### src/rtl/ssld_pkg.sv
// shared constants for the serial shift/latch driver and its controller
package ssld_pkg;

   // ----------------------------------------------------------------
   // word layout
   // ----------------------------------------------------------------
   localparam int             WORD_BITS  = 12;
   localparam logic [11:0]    WORD_RESET = 12'h000;
   localparam int             MSB_POS    = WORD_BITS - 1;

   // ----------------------------------------------------------------
   // timing
   // ----------------------------------------------------------------
   localparam int CORE_CLK_NS   = 10;
   // least half period of the serial clock (high and low alike)
   localparam int LINK_HALF_NS  = 100;
   localparam int LINK_HALF_CYC =
      (LINK_HALF_NS + CORE_CLK_NS - 1) / CORE_CLK_NS;
   // least width of the load pulse
   localparam int LOAD_HIGH_NS  = 100;
   localparam int LOAD_HIGH_CYC =
      (LOAD_HIGH_NS + CORE_CLK_NS - 1) / CORE_CLK_NS;
   // quiet gap after load falls, before the next word
   localparam int LOAD_GAP_NS   = 100;
   localparam int LOAD_GAP_CYC  =
      (LOAD_GAP_NS + CORE_CLK_NS - 1) / CORE_CLK_NS;

   // ----------------------------------------------------------------
   // buffering
   // ----------------------------------------------------------------
   localparam int FIFO_DEPTH = 8;

endpackage : ssld_pkg
### src/rtl/ssld_if.sv
// pins between the display controller and the shift/latch driver
`timescale 1ns/1ps
interface ssld_if;
   logic sclk;
   logic sdata;
   logic load;
   logic blank;
   logic sdout;

   modport host
   (
      output sclk,
      output sdata,
      output load,
      output blank,
      input  sdout
   );

   modport dev
   (
      input  sclk,
      input  sdata,
      input  load,
      input  blank,
      output sdout
   );
endinterface : ssld_if

### src/rtl/ssld_host.sv
// controller end: word FIFO and serial writer for the driver
`timescale 1ns/1ps

// ------------------------------------------------------------------
// word FIFO
// ------------------------------------------------------------------
module ssld_fifo
#(
   parameter int WIDTH = ssld_pkg::WORD_BITS,
   parameter int DEPTH = ssld_pkg::FIFO_DEPTH
)
(
   input  wire logic             core_clk,
   input  wire logic             rst,
   input  wire logic             clkEn,
   input  wire logic [WIDTH-1:0] inData,
   input  wire logic             inValid,
   output logic                  inReady_q,
   output logic [WIDTH-1:0]      outData,
   output logic                  outValid_q,
   input  wire logic             outReady
);
   localparam int PW = (DEPTH > 1) ? $clog2(DEPTH) : 1;

   generate
      if (DEPTH < 2 || (DEPTH & (DEPTH - 1)) != 0)
      begin : g_badDepth
         $error("ssld_fifo: DEPTH must be a power of two, 2 or more");
      end
   endgenerate

   logic [WIDTH-1:0] mem [DEPTH];
   logic [PW-1:0]    wrPtr_q;
   logic [PW-1:0]    rdPtr_q;
   logic [PW:0]      count_q;
   logic [PW:0]      count_d;
   logic             push;
   logic             pop;

   always_comb
   begin
      push    = inValid & inReady_q;
      pop     = outValid_q & outReady;
      count_d = count_q;
      if (push && !pop)
      begin
         count_d = count_q + 1'b1;
      end
      else if (pop && !push)
      begin
         count_d = count_q - 1'b1;
      end
   end

   assign outData = mem[rdPtr_q];

   always_ff @(posedge core_clk)
   begin
      if (clkEn && push)
      begin
         mem[wrPtr_q] <= inData;
      end
   end

   always_ff @(posedge core_clk)
   begin
      if (rst)
      begin
         wrPtr_q    <= '0;
         rdPtr_q    <= '0;
         count_q    <= '0;
         inReady_q  <= 1'b0;
         outValid_q <= 1'b0;
      end
      else if (clkEn)
      begin
         wrPtr_q    <= wrPtr_q + PW'(push);
         rdPtr_q    <= rdPtr_q + PW'(pop);
         count_q    <= count_d;
         inReady_q  <= (count_d != (PW+1)'(DEPTH));
         outValid_q <= (count_d != '0);
      end
   end
endmodule : ssld_fifo

// ------------------------------------------------------------------
// serial writer
// ------------------------------------------------------------------
module ssld_host
#(
   parameter int WIDTH = ssld_pkg::WORD_BITS,
   parameter int DEPTH = ssld_pkg::FIFO_DEPTH
)
(
   input  wire logic             core_clk,
   input  wire logic             rst,
   input  wire logic             clkEn,
   input  wire logic [WIDTH-1:0] wordData,
   input  wire logic             wordValid,
   output logic                  wordReady_q,
   input  wire logic             blankReq,
   output logic                  busy_q,
   output logic                  sdoutSeen_q,
   ssld_if.host                  link
);
   localparam int BW = (WIDTH > 1) ? $clog2(WIDTH) : 1;

   generate
      if (ssld_pkg::LINK_HALF_CYC > 255 || ssld_pkg::LOAD_HIGH_CYC > 255
          || ssld_pkg::LOAD_GAP_CYC > 255)
      begin : g_badTime
         $error("ssld_host: timing counts exceed the counter");
      end
   endgenerate

   typedef enum logic [2:0] {IDLE, BIT_LOW, BIT_HIGH, LOAD_HI, GAP}
      ssld_hstate_t;

   ssld_hstate_t     state_q;
   logic [WIDTH-1:0] word_q;
   logic [BW-1:0]    bitIdx_q;
   logic [7:0]       cnt_q;
   logic             sclk_q;
   logic             sdata_q;
   logic             load_q;
   logic             blank_q;
   logic             sdoutMeta_q;
   logic [WIDTH-1:0] fifoData;
   logic             fifoValid;
   logic             take;

   ssld_fifo #(.WIDTH(WIDTH), .DEPTH(DEPTH)) u_fifo
   (
      .core_clk   (core_clk),
      .rst        (rst),
      .clkEn      (clkEn),
      .inData     (wordData),
      .inValid    (wordValid),
      .inReady_q  (wordReady_q),
      .outData    (fifoData),
      .outValid_q (fifoValid),
      .outReady   (take)
   );

   // a word leaves the FIFO only when the writer is idle, so a slow
   // link fills the FIFO and stalls the source
   assign take = (state_q == IDLE);

   // ----------------------------------------------------------------
   // link sequencer
   // ----------------------------------------------------------------
   // data changes only while the serial clock is low, a full half
   // period before each rising edge
   always_ff @(posedge core_clk)
   begin
      if (rst)
      begin
         state_q  <= IDLE;
         word_q   <= '0;
         bitIdx_q <= '0;
         cnt_q    <= '0;
         sclk_q   <= 1'b0;
         sdata_q  <= 1'b0;
         load_q   <= 1'b0;
         busy_q   <= 1'b0;
      end
      else if (clkEn)
      begin
         if (cnt_q != '0)
         begin
            cnt_q <= cnt_q - 1'b1;
         end
         case (state_q)
            IDLE:
            begin
               sclk_q <= 1'b0;
               if (fifoValid)
               begin
                  word_q   <= fifoData;
                  bitIdx_q <= BW'(WIDTH - 1);
                  sdata_q  <= fifoData[WIDTH-1];
                  cnt_q    <= 8'(ssld_pkg::LINK_HALF_CYC - 1);
                  busy_q   <= 1'b1;
                  state_q  <= BIT_LOW;
               end
               else
               begin
                  busy_q <= 1'b0;
               end
            end
            BIT_LOW:
            begin
               if (cnt_q == '0)
               begin
                  sclk_q  <= 1'b1;
                  cnt_q   <= 8'(ssld_pkg::LINK_HALF_CYC - 1);
                  state_q <= BIT_HIGH;
               end
            end
            BIT_HIGH:
            begin
               if (cnt_q == '0)
               begin
                  sclk_q <= 1'b0;
                  if (bitIdx_q == '0)
                  begin
                     load_q  <= 1'b1;
                     cnt_q   <= 8'(ssld_pkg::LOAD_HIGH_CYC - 1);
                     state_q <= LOAD_HI;
                  end
                  else
                  begin
                     bitIdx_q <= bitIdx_q - 1'b1;
                     sdata_q  <= word_q[bitIdx_q - 1'b1];
                     cnt_q    <= 8'(ssld_pkg::LINK_HALF_CYC - 1);
                     state_q  <= BIT_LOW;
                  end
               end
            end
            LOAD_HI:
            begin
               if (cnt_q == '0)
               begin
                  load_q  <= 1'b0;
                  cnt_q   <= 8'(ssld_pkg::LOAD_GAP_CYC - 1);
                  state_q <= GAP;
               end
            end
            GAP:
            begin
               if (cnt_q == '0)
               begin
                  state_q <= IDLE;
               end
            end
            default:
            begin
               state_q <= IDLE;
            end
         endcase
      end
   end

   // ----------------------------------------------------------------
   // blank and cascade readback
   // ----------------------------------------------------------------
   always_ff @(posedge core_clk)
   begin
      if (rst)
      begin
         blank_q     <= 1'b0;
         sdoutMeta_q <= 1'b0;
         sdoutSeen_q <= 1'b0;
      end
      else if (clkEn)
      begin
         blank_q     <= blankReq;
         sdoutMeta_q <= link.sdout;
         sdoutSeen_q <= sdoutMeta_q;
      end
   end

   assign link.sclk  = sclk_q;
   assign link.sdata = sdata_q;
   assign link.load  = load_q;
   assign link.blank = blank_q;

endmodule : ssld_host

### src/flat_wrapper.sv
// flat-port wrapper written by rule: the top's interface ports become plain ports
module ssld_host_flat 
#(
   parameter int WIDTH = ssld_pkg::WORD_BITS,
   parameter int DEPTH = ssld_pkg::FIFO_DEPTH
)
  (core_clk, rst, clkEn, wordData, wordValid, wordReady_q, blankReq, busy_q, sdoutSeen_q, link_sclk, link_sdata, link_load, link_blank, link_sdout);
  ssld_if link_i ();
  input  wire logic core_clk;
  input  wire logic rst;
  input  wire logic clkEn;
  input  wire logic [WIDTH-1:0] wordData;
  input  wire logic wordValid;
  output logic wordReady_q;
  input  wire logic blankReq;
  output logic busy_q;
  output logic sdoutSeen_q;
  output wire logic [$bits(link_i.sclk)-1:0] link_sclk;
  output wire logic [$bits(link_i.sdata)-1:0] link_sdata;
  output wire logic [$bits(link_i.load)-1:0] link_load;
  output wire logic [$bits(link_i.blank)-1:0] link_blank;
  input wire logic [$bits(link_i.sdout)-1:0] link_sdout;
  assign link_sclk = link_i.sclk;
  assign link_sdata = link_i.sdata;
  assign link_load = link_i.load;
  assign link_blank = link_i.blank;
  assign link_i.sdout = link_sdout;
  ssld_host #(.WIDTH(WIDTH), .DEPTH(DEPTH)) u_core (.core_clk(core_clk), .rst(rst), .clkEn(clkEn), .wordData(wordData), .wordValid(wordValid), .wordReady_q(wordReady_q), .blankReq(blankReq), .busy_q(busy_q), .sdoutSeen_q(sdoutSeen_q), .link(link_i));
endmodule
### config.mk
export PLATFORM = sky130hd
export DESIGN_NAME = ssld_host_flat
export DESIGN_NICKNAME = d
export VERILOG_FILES = /design/src/rtl/ssld_pkg.sv /design/src/rtl/ssld_if.sv /design/src/rtl/ssld_host.sv /design/src/flat_wrapper.sv
export SDC_FILE = /design/constraint.sdc
export NUM_CORES = 1
export LEC_CHECK = 0
export ABC_AREA = 1
export BUFFER_PORTS_ARGS = -buffer_cell sky130_fd_sc_hd__buf_2
export CAP_MARGIN = 20
export CORE_MARGIN = 8
export CORE_UTILIZATION = 37
export DETAILED_ROUTE_END_ITERATION = 10
export HOLD_SLACK_MARGIN = 0.02
export PLACE_DENSITY = 0.48
export SLEW_MARGIN = 10
export SYNTH_ARGS = -nofsm -noshare
export SYNTH_HDL_FRONTEND = slang
export SYNTH_HIERARCHICAL = 1
export SYNTH_SLANG_ARGS = --single-unit
### constraint.sdc
create_clock -name core_clk -period 2.1 [get_ports core_clk]
set_input_delay 0.63 -clock core_clk [delete_from_list [all_inputs] [get_ports core_clk]]
set_output_delay 0.63 -clock core_clk [all_outputs]
set_load 0.05 [all_outputs]
* Word level (Yosys, flattened, before mapping)
Memories as Yosys holds them, arrays and structs flattened. A register that Yosys moved wholly into a read port is not among the register bits.
Index checks and enable logic that the tools add are counted.
** Storage, ports and cells
- Word-level logic and storage cells :: 92
- Register bits after elaboration :: 46
- Memories kept :: 1
- Memory bits (writable) :: 96
- Output and inout bits :: 7
- Input bits :: 18
** Memory list
- u_core.u_fifo.mem :: depth 8, width 12, read ports 1, clocked after memory_dff 1, write ports 1, line ssld_host.sv:32 : logic [WIDTH-1:0] mem [DEPTH];
** Operators by class
- Magnitude comparators :: 1
- Reduce and logical (&&, ||, !) cells :: 20
- $add $sub $neg :: 6
- Mux-type cells :: 34
- Bitwise logic cells :: 2
- Equal/unequal tests :: 12
** Operator list (count)
- $mux 8 :: 3
- $mux 3 :: 7
- $mux 4 :: 5
- $pmux 8 s2 :: 1
- $pmux 3 s5 :: 1
- $mux 1 :: 11
- $ne 2x1->1 const B :: 5
- $reduce_and 5->1 :: 2
- $logic_not 8->1 :: 1
- $pmux 4 s2 :: 1
- $reduce_bool 8->1 :: 1
- $sub 4x1->4 const B :: 2
- $sub 8x1->8 const B :: 1
- $add 3x1->3 :: 2
- $eq 3x2->1 const B :: 2
- $reduce_and 6->1 :: 1
- $lt 4x5->1 const B :: 1
- $add 4x1->4 const B :: 1
- $bmux 1 s4 :: 1
- $logic_not 4->1 :: 1
- $ne 2x2->1 const B :: 2
- $ne 4x4->1 const B :: 1
- $pmux 1 s2 :: 2
- $reduce_and 4->1 :: 1
- 14 further kinds :: 19

* Depth between registers and ports, before layout
Gate-level depths: netlist of run 1.
- Depth after elaboration :: 6
- Gate-level depth with buffers :: 13
- Depth with buffers taken out :: 13

* By module
Netlist of run 1, hierarchy kept.
** Modules (own cells, without submodules)
- ssld_fifo :: area an instance 4543.1 um^2, times used 1, sequential area each 3183.1 um^2, cells each 393
- ssld_host :: area an instance 1855.5 um^2, times used 1, sequential area each 680.7 um^2, cells each 266

* Worst setup path after synthesis of run 1
OpenSTA, ideal clock, no wires.
- Path type :: reg-to-reg
- From :: reg u_core.u_fifo.inReady_q
- To :: mem u_core/u_fifo/mem[0][0] (netlist bit) (enable)
- Arrival time :: 1.581 ns
- Required time :: 1.720 ns
- Period minus slack after synthesis :: 1.961 ns
- Setup slack :: 0.139 ns
- Setup time :: 0.380 ns
- Path buffers :: 0
- Cell stages (with the launch flop) :: 5
- Cell sequence :: dfxtp_1 nand2_2 nor2_1 nand2_1 nor2_1
** On the way
- Longest elaborated chain between the ends :: 4
** Ends and longest elaborated chain
- start: declaration :: line ssld_host.sv:18 : output logic inReady_q,
- start signal: assignment :: line ssld_host.sv:80 : inReady_q <= (count_d != (PW+1)'(DEPTH));
- $and 1x1->1 :: line ssld_host.sv:42 : push = inValid & inReady_q;
- $logic_and 1x1->1 :: line ssld_host.sv:59 : if (clkEn && push)
- $mux 1 :: line ssld_host.sv:59
- $mux 1 (implied by the code) :: line ssld_host.sv:61 : mem[wrPtr_q] <= inData;
- end: declaration :: line ssld_host.sv:32
No other way between the ends.

==> impl_summary.txt, run 1 <==
----------------------------------------------------
[Route]
  DRC violation count after routing ... 0
  Detailed Route Iter0 Violations ... 329
  Via count ... 4634
  Detailed-routing iteration count for the pre-antenna-repair pass ... 5
  WL final ... 15900 µm
  DR WL/cell ... 17.0 µm
  Via density ... 4.97
  Antenna-violating nets left ... 0

[Synth]
  Sequential element share of the synthesized area ... 60.4%
  Share of the synthesized netlist area taken by xor and xnor gates ... 0.548%
  Mux share of post-synthesis cell area ... 0%
  Warnings, synthesis ... 6
  Number of distinct library cells after synthesis ... 37
  Biggest area consumer among synthesized cells ... edfxtp_1
  Number of register bits inferred by synthesis ... 145
  Gate count of the mapped netlist ... 659
  Cell area after synthesis ... 0.00640 mm²
  Simple-gate share of the synthesized area ... 20.4%
  Synthesized-area fraction occupied by adder cells ... 1.96%
  Leading post-synthesis cells by cell area ... edfxtp_1 (45%), dfxtp_1 (15%), nand2_1 (7.7%)
  Syn Area/Cell ... 9.71 µm²
  Share of the synthesized area in the top cell type ... 45.1%
  Fraction of the mapped netlist area in compound gates ... 10.9%
  Dominant combinational cell family by area after synthesis ... simple AND/OR/NAND/NOR gates
  Syn Nets ... 687

[Clock tree]
  Number of levels in the clock H-tree ... 4
  Bufs on Longest Clock Path ... 2
  Sink count of the clock tree ... 145
  Number of clock buffers inserted by TritonCTS ... 17
  Cells resized by post-CTS repair ... 0
  Register clock-pin slew on the reported worst setup and hold paths ... 60 ps
  CTS Hold Bufs ... 0
  Buffers inserted during post-CTS setup optimization ... 0
  Skew-Pair Late Insertion Delay ... 420 ps
  TritonCTS clock tree ... done
  CTS Root Buffer Type ... clkbuf_16

[Pwr]
  Power density over cell area ... 1170 mW/mm²
  Leakage power of the design ... 2.87 nW
  Worst-case vdd ir drop ... 0.630 mV

[Floorplanning]
  Die Area ... 0.0218 mm²
  Overall die height ... 148 µm
  Total I/O pin count ... 25
  Core Footprint ... 0.0171 mm²
  Row count ... 48
  Initial core utilization ... 37.4%
  Die width ... 148 µm

[STA]
  Worst slew margin ... 65.1%
  Worst slack on hold paths ... 450 ps
  Share of the cycle needed by the critical path after routing ... 82.7%
  Total negative slack ... 0 ps
  Pins Over Slew Limit ... 0
  Slew @ Worst Pin ... 522 ps
  Total count of hold-check failures in the final report ... 0
  Maximum clock frequency ... 576 MHz
  Unrepaired setup endpoints after global routing ... false
  Final Skew ... 5.87 ps
  Minimum clock period ... 1740 ps
  Final setup vio count ... 0

[Run status]
  Status ... finished clean

[Critical path]
  CP required ... 2450 ps
  Worst Path Max Fanout ... 36
  CP Data Arrival Time ... 2090 ps
  Kind of launch point of the worst setup path ... flip-flop
  Kind of end point of the critical path ... flip-flop
  Depth of the worst register-to-register path ... 9
  Critical Setup Path Class ... reg -> reg

[Hold path]
  Cell depth of the worst hold path ... 3
  Hold WC Path Type ... in -> reg

[Cells and area]
  Number of filler instances in the final layout ... 1696
  Final standard cell count with taps included and fillers excluded ... 932
  Diodes inserted ... 0
  Nets ... 722
  Syn-to-layout area delta ... 15.1%
  Fraction of layout cells with a size suffix above 1 ... 14.1%

[Global route]
  Number of antenna violations at the first check in global routing ... 0
  Wire length of the first global-routing pass ... 25100 µm
  All-layer global routing usage ... 15.2%
  Via count of the first global-routing pass ... 4533
  Largest net degree at the start of global routing ... 49
  Overflow after GRT ... 0

[Placement]
  Number of cells in the design after placement ... 900
  Final HPWL from detailed placement ... 11000 µm
  # port buffers ... 24
  Final weighted congestion in routability-driven placement ... 0.815

[Run]
  Number of max-cap violations ... 0

----------------------------------------------------
[power by group]
part           internal (W)  switching (W)
clock network       0.00165        0.00123
registers           0.00324       0.000157
logic              0.000782        0.00159
total               0.00567        0.00298
[state kept, by name (all words and copies together), names as in the netlist, named ones only]
| signal | flops |
|---|---|
| u_core/u_fifo/rdPtr_q | 3 |
| u_core/cnt_q | 8 |
| u_core/u_fifo/mem | 96 |
| u_core/u_fifo/count_q | 4 |
| u_core/word_q | 12 |
| u_core/u_fifo/outValid_q | 1 |
| u_core/link.load | 1 |
| u_core/u_fifo/inReady_q | 1 |
| u_core/state_q | 3 |
| u_core/busy_q | 1 |
| u_core/bitIdx_q | 4 |
| u_core/u_fifo/wrPtr_q | 3 |
| u_core/link.sclk | 1 |
| u_core/sdoutMeta_q | 1 |
| u_core/link.blank | 1 |
| u_core/link.sdata | 1 |
| u_core/sdoutSeen_q | 1 |
[final cells by class]
class,instances,area [µm²],area share [%]
multi-input cells,435,2160,29.4
repair buffers,43,300,4.08
clock inverters,14,131,1.78
inverters,52,195,2.65
well taps,225,282,3.82
flip-flops and latches,145,3860,52.5
clock buffers,18,429,5.83
[cell usage after synthesis]
master and instances:
edfxtp_1 96, nand2_1 132, nand2_2 6, nand3_4 1, o32ai_1 24, o211ai_1 2, clkinv_1 1, buf_1 1
nand4_1 1, a21oi_1 36, nor2_4 3, o2111a_1 1, ha_1 10, o21ai_0 49, o21bai_1 1, nor2_8 1
a31oi_1 2, a21oi_2 1, nor3_1 1, nand2_4 3, dfxtp_1 49, xor2_1 4, nand3b_1 1, inv_1 43
o21a_1 1, nand3_2 2, buf_8 1, buf_2 7, buf_4 4, buf_6 3, buf_12 1, nand3_1 30
clkbuf_1 10, nor3_4 1, nor2_2 2, nor2_1 120, inv_2 8
[cells in the final DEF, fill, tap and decap left out, drive strengths merged, types with 2 or more instances in the layout]
cell      count
nand3        33
clkbuf       18
clkinvlp      3
edfxtp       96
nor2        126
clkinv        6
dfxtp        49
o32ai        24
ha           10
buf          43
o21ai        49
a31oi         2
a21oi        37
nor3          2
inv          56
xor2          4
o211ai        2
nand2       141
[logic make-up after synthesis]
kind of cell | after synthesis
AND/OR/NAND/NOR | 304
flip-flops | 145
XOR/XNOR | 4
adder cells (fa/ha/maj) | 10
AO/OA/AOI/OAI | 117
buffers and inverters | 79
[metal layers]
metal	wire, µm	GRT usage, %
met1	7430	19.4
met5	0	0
met2	7840	25.0
met3	383	2.90
met4	232	5.86
[per-stage QoR]
step | total power [W] | setup slack [ps] | util [%] | cell area [µm²]
floorplan | 0.00528 | 139 | - | 6400
global placement | 0.00580 | 212 | 39.8 | 6810
detailed placement | 0.00583 | 203 | 39.8 | 6810
CTS | 0.00873 | 372 | 43.0 | 7370
global route | 0.00917 | 180 | 43.0 | 7370
finish | 0.00865 | 363 | 43.0 | 7370
[critical path, cell delays in order (launching register included)]
cell and delay, ps:
dfxtp_1 640, buf_12 250, o21ai_0 110, o32ai_1 140, nand2_1 90, nand2_1 90, inv_1 40, nor2_1 100
nor2_1 60, a21oi_1 130
[worst paths after layout]
kind	start	to	slack, ps
min reg2reg	u_core/word_q[5]$_SDFFE_PP0P_	u_core/word_q[5]$_SDFFE_PP0P_	450
min	blankReq	u_core/link.blank$_SDFFE_PP0P_	450
max reg2reg	flip-flop	u_core/link.sdata$_SDFFE_PP0P_	360
max	flip-flop	u_core/link.sdata$_SDFFE_PP0P_	360
(Power assumes the default switching activity.)
==> run 2, diff against run 1 <==
--- a/config.mk
+++ b/config.mk
@@ -12,7 +12,7 @@
 export CORE_UTILIZATION = 37
 export DETAILED_ROUTE_END_ITERATION = 10
 export HOLD_SLACK_MARGIN = 0.02
-export PLACE_DENSITY = 0.48
+export PLACE_DENSITY = 0.5
 export SLEW_MARGIN = 10
 export SYNTH_ARGS = -nofsm -noshare
 export SYNTH_HDL_FRONTEND = slang
==> constraint.sdc (replaced) <==
create_clock -name core_clk -period 1.4 [get_ports core_clk]
set_input_delay 0.42 -clock core_clk [delete_from_list [all_inputs] [get_ports core_clk]]
set_output_delay 0.42 -clock core_clk [all_outputs]
set_load 0.05 [all_outputs]
==> impl_summary.txt, run 2 (synthesized netlist as in run 1, its figures left out) <==
----------------------------------------------------
[Run status]
  Status ... finished, violations left
  Violated checks ... negative setup slack

[Floorplanning]
  Row count ... 48 (unchanged)
  Core Footprint ... 0.0171 mm² (unchanged)
  Initial core utilization ... 37.4% (unchanged)
  Die width ... 148 µm (unchanged)
  Total I/O pin count ... 25 (unchanged)
  Overall die height ... 148 µm (unchanged)
  Die Area ... 0.0218 mm² (unchanged)

[STA]
  Final Skew ... 9.74 ps (+3.87 ps)
  Pins Over Slew Limit ... 0 (unchanged)
  Worst slew margin ... 80.0% (+15 points)
  Final setup vio count ... 74 (+74)
  Minimum clock period ... 1490 ps (-244 ps)
  Unrepaired setup endpoints after global routing ... true
  Share of the cycle needed by the critical path after routing ... 107% (+24 points)
  Worst Slack Setup Final ... -93.1 ps (-456 ps)
  Total count of hold-check failures in the final report ... 0 (unchanged)
  Maximum clock frequency ... 670 MHz (+16%)
  Slew @ Worst Pin ... 298 ps (-225 ps)
  Worst slack on hold paths ... 234 ps (-216 ps)

[Critical path]
  Critical-path cell list ... buf_8 > buf_12 > buf_6 > nor2_2 > o32ai_2 > nand2_1 > nand2_2 > o21ai_2 > a21oi_1
  Bufs and invs on worst path ... 3 (+1)
  Worst Path Max Fanout ... 8 (-78%)
  Kind of cell adding the most delay to the critical path ... compound AO/OA/AOI/OAI gates
  Kind of end point of the critical path ... flip-flop
  CP required ... 1750 ps (-700 ps)
  Max stage delay cell, worst path ... dfxtp_4
  Delay of the slowest critical-path stage ... 400 ps (-240 ps)
  Depth of the critical timing path with buffers and inverters included ... 9 (unchanged)
  End of the worst register-to-register path ... u_core/word_q[2]$_SDFFE_PP0P_
  Kind of launch point of the worst setup path ... flip-flop
  Critical Setup Path Class ... reg -> reg
  CP Data Arrival Time ... 1840 ps (-250 ps)
  Reg-to-reg slack, setup ... -90 ps (-460 ps)
  Depth of the worst register-to-register path ... 9 (unchanged)

[Clock tree]
  Register clock-pin slew on the reported worst setup and hold paths ... 60 ps (about the same)
  CTS Root Buffer Type ... clkbuf_16
  TritonCTS clock tree ... done
  Number of levels in the clock H-tree ... 4 (unchanged)
  Number of clock buffers inserted by TritonCTS ... 17 (unchanged)
  Bufs on Longest Clock Path ... 2 (unchanged)
  Sink count of the clock tree ... 145 (unchanged)
  Skew-Pair Late Insertion Delay ... 420 ps (about the same)

[Route]
  DR WL/cell ... 16.8 µm (-1.4%)
  Antenna-violating nets left ... 0 (unchanged)
  Via density ... 5.03 (+1.1%)
  Detailed Route Iter0 Violations ... 280 (-15%)
  WL final ... 16600 µm (+4.6%)
  Via count ... 4973 (+7.3%)
  DRC violation count after routing ... 0 (unchanged)
  Detailed-routing iteration count for the pre-antenna-repair pass ... 5 (unchanged)

[Cells and area]
  Diodes inserted ... 0 (unchanged)
  Register with the most flip-flops ... u_core/u_fifo/mem
  Nets ... 779 (+7.9%)
  Leading registers by flop count ... u_core/u_fifo/mem: 96 flops, u_core/word_q: 12 flops, u_core/cnt_q: 8 flops
  Syn-to-layout area delta ... 37.4%
  Commonest cells after routing, fill and taps aside ... nand2_1 (103), edfxtp_1 (96), nor2_1 (90)
  Post-route cell area ... 0.00879 mm² (+19%)
  Final standard cell count with taps included and fillers excluded ... 989 (+6.1%)
  Number of filler instances in the final layout ... 1540 (-9.2%)
  Number of flip-flops under the largest register name ... 96 (unchanged)
  Fraction of layout cells with a size suffix above 1 ... 36.5% (+22 points)
  Most common cell after layout, fill and taps aside ... nand2_1

[Global route]
  Largest net degree at the start of global routing ... 25 (-49%)
  Via count of the first global-routing pass ... 4827 (+6.5%)
  Number of antenna violations at the first check in global routing ... 0 (unchanged)
  Overflow after GRT ... 0 (unchanged)
  All-layer global routing usage ... 15.0% (-0.21 points)
  Wire length of the first global-routing pass ... 25400 µm (+1.2%)

[Placement]
  Final weighted congestion in routability-driven placement ... 0.789 (-3.2%)
  # port buffers ... 24 (unchanged)
  Number of cells in the design after placement ... 934 (+3.8%)
  Worst setup timing slack at the placement stage ... -276 ps (-479 ps)
  Post-DP Area ... 0.00729 mm² (+7.2%)
  Final HPWL from detailed placement ... 9790 µm (-11%)

[Pwr]
  Leakage power of the design ... 3.39 nW (+18%)
  Power density over cell area ... 1690 mW/mm² (+44%)
  Worst-case vdd ir drop ... 0.848 mV (+35%)

[Hold path]
  Worst hold start ... blankReq
  Hold-critical path endpoint ... u_core/link.blank$_SDFFE_PP0P_
  Hold WC Path Type ... in -> reg
  Cell depth of the worst hold path ... 3 (unchanged)

[Run]
  Number of max-cap violations ... 0 (unchanged)

----------------------------------------------------
[run 2: worst register-to-register path: stages (launching register included)]
cell,delay (ps)
dfxtp_4,400
buf_8,160
buf_12,120
buf_6,90
nor2_2,30
o32ai_2,250
nand2_1,100
nand2_2,110
o21ai_2,60
a21oi_1,100
[run 2: cell type report]
cell class / count / area, µm² / share of cell area [%]
multi-input combinational: 435 / 2710 / 30.9
inverter: 52 / 223 / 2.53
tap: 225 / 282 / 3.20
clock buffer: 17 / 425 / 4.84
timing repair buffer: 100 / 1100 / 12.5
clock inverter: 15 / 160 / 1.82
sequential: 145 / 3890 / 44.2
[run 2: worst max path at each step]
stage | start | endpoint | slack, ps
global route | flip-flop | u_core/word_q[2]$_SDFFE_PP0P_ | -180
finish | flip-flop | u_core/word_q[2]$_SDFFE_PP0P_ | -90
detailed placement | flip-flop | u_core/word_q[8]$_SDFFE_PP0P_ | -280
floorplan | u_core/u_fifo/inReady_q$_SDFFE_PP0P_ | u_core/u_fifo/mem[1][0]$_DFFE_PP_ | 0.8
CTS | flip-flop | u_core/link.sdata$_SDFFE_PP0P_ | -70
global placement | flip-flop | u_core/link.sdata$_SDFFE_PP0P_ | -250
[run 2: metal layers]
layer / up-vias / track usage (%) / share of wire (%)
li1: 2435 / - / -
met1: 2440 / 19.2 / 45
met2: 77 / 24.2 / 50
met3: 21 / 3.09 / 3.6
met4: 0 / 6.27 / 1.9
met5: - / 0 / 0
[run 2: metrics by stage]
stage	TNS, ps	utilization (%)	total power, W
after floorplan	0	-	0.00797
after global placement	-11340	42.6	0.00916
after detailed placement	-12150	42.6	0.00917
after CTS	-553	48.4	0.0142
after global routing	-8110	51.4	0.0158
final	-3310	51.4	0.0149
[run 2: where the power goes]
group	switching (W)	total (W)	internal [W]
sequential	0.000249	0.00514	0.00489
combinational	0.00298	0.00526	0.00229
clock	0.00183	0.00447	0.00265
[run 2: repair_timing]
action                                  in CTS  in global routing
resized for setup                           76                 97
setup buffers                                5                 13
pin swaps                                   46                 58
cloned                                       4                  2
endpoints found under the setup margin      29                134
endpoints found under the hold margin        0                  0
hold buffers                                 0                  0
==> run 3, diff against run 2 <==
--- a/config.mk
+++ b/config.mk
@@ -10,6 +10,7 @@
 export CAP_MARGIN = 20
 export CORE_MARGIN = 8
 export CORE_UTILIZATION = 37
+export CTS_BUF_LIST = sky130_fd_sc_hd__clkbuf_2
 export DETAILED_ROUTE_END_ITERATION = 10
 export HOLD_SLACK_MARGIN = 0.02
 export PLACE_DENSITY = 0.5
==> impl_summary.txt, run 3 (synthesized netlist as in run 1, its figures left out) <==
----------------------------------------------------
[Clock tree]
  TritonCTS clock tree ... done
  Bufs on Longest Clock Path ... 2 (unchanged)
  Register clock-pin slew on the reported worst setup and hold paths ... 200 ps (+140 ps)
  Number of clock buffers inserted by TritonCTS ... 17 (unchanged)
  CTS Root Buffer Type ... clkbuf_2
  Sink count of the clock tree ... 145 (unchanged)
  Skew-Pair Late Insertion Delay ... 700 ps (+280 ps)
  Number of levels in the clock H-tree ... 4 (unchanged)

[Critical path]
  Critical-path cell list ... buf_8
  Kind of launch point of the worst setup path ... flip-flop
  Worst Path Max Fanout ... 2 (-6)
  Delay of the slowest critical-path stage ... 400 ps (about the same)
  Max stage delay cell, worst path ... dfxtp_2
  Critical Setup Path Class ... reg -> out
  CP required ... 980 ps (-770 ps)
  Kind of cell adding the most delay to the critical path ... flip-flops
  Kind of end point of the critical path ... primary output
  Bufs and invs on worst path ... 1 (-2)
  CP Data Arrival Time ... 1230 ps (-610 ps)

[Placement]
  Final weighted congestion in routability-driven placement ... 0.789 (unchanged)
  Worst setup timing slack at the placement stage ... -276 ps (unchanged)
  Final HPWL from detailed placement ... 9790 µm (unchanged)
  # port buffers ... 24 (unchanged)

[Floorplanning]
  Initial core utilization ... 37.4% (unchanged)
  Core Footprint ... 0.0171 mm² (unchanged)
  Overall die height ... 148 µm (unchanged)
  Die Area ... 0.0218 mm² (unchanged)
  Total I/O pin count ... 25 (unchanged)
  Row count ... 48 (unchanged)
  Die width ... 148 µm (unchanged)

[Cells and area]
  Number of flip-flops under the largest register name ... 96 (unchanged)
  Commonest cells after routing, fill and taps aside ... nand2_1 (98), edfxtp_1 (96), nor2_1 (70)
  Nets ... 812 (+4.2%)
  Syn-to-layout area delta ... 45.4%
  Fraction of layout cells with a size suffix above 1 ... 46.3% (+9.8 points)
  Register with the most flip-flops ... u_core/u_fifo/mem
  Most common cell after layout, fill and taps aside ... nand2_1
  Leading registers by flop count ... u_core/u_fifo/mem: 96 flops, u_core/word_q: 12 flops, u_core/cnt_q: 8 flops
  Post-Route Utilization ... 54.3% (+3.0 points)

[STA]
  Pins Over Slew Limit ... 0 (unchanged)
  Final setup vio count ... 118 (+59%)
  Final Skew ... 21.0 ps (+11.2 ps)
  Worst slack on hold paths ... 131 ps (-103 ps)
  Slew @ Worst Pin ... 448 ps (+151 ps)
  Unrepaired setup endpoints after global routing ... true
  Worst slew margin ... 70.1% (-9.9 points)
  Share of the cycle needed by the critical path after routing ... 118% (+11 points)
  Maximum clock frequency ... 607 MHz (-9.3%)
  Minimum clock period ... 1650 ps (+153 ps)
  Total count of hold-check failures in the final report ... 0 (unchanged)
  Worst Slack Setup Final ... -246 ps (-153 ps)

[Pwr]
  Combinational fraction of design power ... 46.1% (+11 points)
  Proportion of power drawn by flip-flops and latches ... 36.6% (+2.0 points)
  Switching part of the total ... 37.8% (+3.8 points)
  Leakage power of the design ... 3.50 nW (+3.5%)
  Internal Pwr Total ... 0.00874 W (-11%)
  Worst-case vdd ir drop ... 0.782 mV (-7.8%)
  Clock Power Share ... 17.3% (-13 points)
  Power density over cell area ... 1510 mW/mm² (-11%)
  Net switching power ... 0.00531 W (+5.1%)
  Post-route total power ... 0.0140 W (-5.6%)

[Global route]
  Via count of the first global-routing pass ... 5016 (+3.9%)
  All-layer global routing usage ... 15.3% (+0.30 points)
  Wire length of the first global-routing pass ... 26100 µm (+2.7%)
  Overflow after GRT ... 0 (unchanged)
  Number of antenna violations at the first check in global routing ... 1 (+1)
  GRT met2 Usage ... 24.6% (+0.41 points)
  Most utilized layer in the global route result ... met2
  Grt met3 use ... 3.79% (+0.70 points)
  Largest net degree at the start of global routing ... 25 (unchanged)
  Fraction of met1 tracks used by global routing ... 19.5% (+0.30 points)

[Route]
  Detailed-routing iteration count for the pre-antenna-repair pass ... 5 (unchanged)
  Via density ... 4.99 (-0.85%)
  Via count ... 5100 (+2.6%)
  WL final ... 17000 µm (+2.1%)
  DRC violation count after routing ... 0 (unchanged)
  Antenna-violating nets left ... 0 (unchanged)
  DR WL/cell ... 16.6 µm (-1.2%)
  Detailed Route Iter0 Violations ... 374 (+34%)

[Run status]
  Status ... finished, violations left
  Violated checks ... negative setup slack

[Run]
  Number of max-cap violations ... 0 (unchanged)

[Hold path]
  Hold WC Path Type ... in -> reg

----------------------------------------------------
==> run 3: cell types whose count changed in the layout (fill, tap and decap cells not counted), moves of 9 or more <==
cell           delta
o21ai_2          +12
clkbuf_2         +17
clkbuf_16        -16
a21oi_1          -10
dlygate4sd3_1    +15
nor2_2           +15
a21oi_2           +9
o21ai_0          -22
nor2_1           -20
==> run 3: path summary, 6_finish.rpt <==
path	startpoint	endpoint	slack [ps]	cells after the start
min	clkEn	u_core/sdoutSeen_q$_SDFFE_PP0P_	130	4
min reg2reg	u_core/word_q[5]$_SDFFE_PP0P_	u_core/word_q[5]$_SDFFE_PP0P_	470	2
max reg2reg	flip-flop	u_core/link.sdata$_SDFFE_PP0P_	-190	11
max	u_core/busy_q$_SDFFE_PP0P_	busy_q	-250	1
==> run 3: area by class of cell <==
type                    instances  area (µm²)
fillers                      1491        7810
flip-flops and latches        145        3900
multi-input cells             437        3100
repair buffers                131        1530
well taps                     225         282
inverters                      52         246
clock inverters                15         160
clock buffers                  17        85.1
diodes                          1        2.50
==> run 3: layer usage <==
| layer | share of wire (%) | vias to the layer above | wire length [µm] |
|---|---|---|---|
| met3 | 4.1 | 19 | 688 |
| li1 | - | 2508 | - |
| met5 | 0 | - | 0 |
| met1 | 43 | 2487 | 7380 |
| met2 | 50 | 86 | 8550 |
| met4 | 2.1 | 0 | 348 |
==> run 3: through the flow <==
stage	cell area [µm²]	setup TNS, ps	std cells
after global placement	7290	-11340	934
after CTS	8480	-4400	1003
after detailed placement	7290	-12150	934
final	9300	-6350	1023
after global routing	9300	-16680	1023
after floorplan	6490	0	659
==> run 3: repair_timing <==
action / 4_1_cts / 5_1_grt
pin swaps: 92 / 93
hold endpoints to repair: 102 / 0
hold buffers: 15 / 0
setup buffers: 17 / 19
endpoints found under the setup margin: 32 / 140
gates cloned: 6 / 5
gates resized for setup: 159 / 166
==> run 3: power by group through the flow <==
stage	clock network (W)	registers, W	logic, W
after floorplan	0	0.00524	0.00273
after global placement	0	0.00515	0.00400
after detailed placement	0	0.00516	0.00402
after CTS	0.00254	0.00511	0.00496
after global routing	0.00271	0.00518	0.00709
final	0.00243	0.00514	0.00647
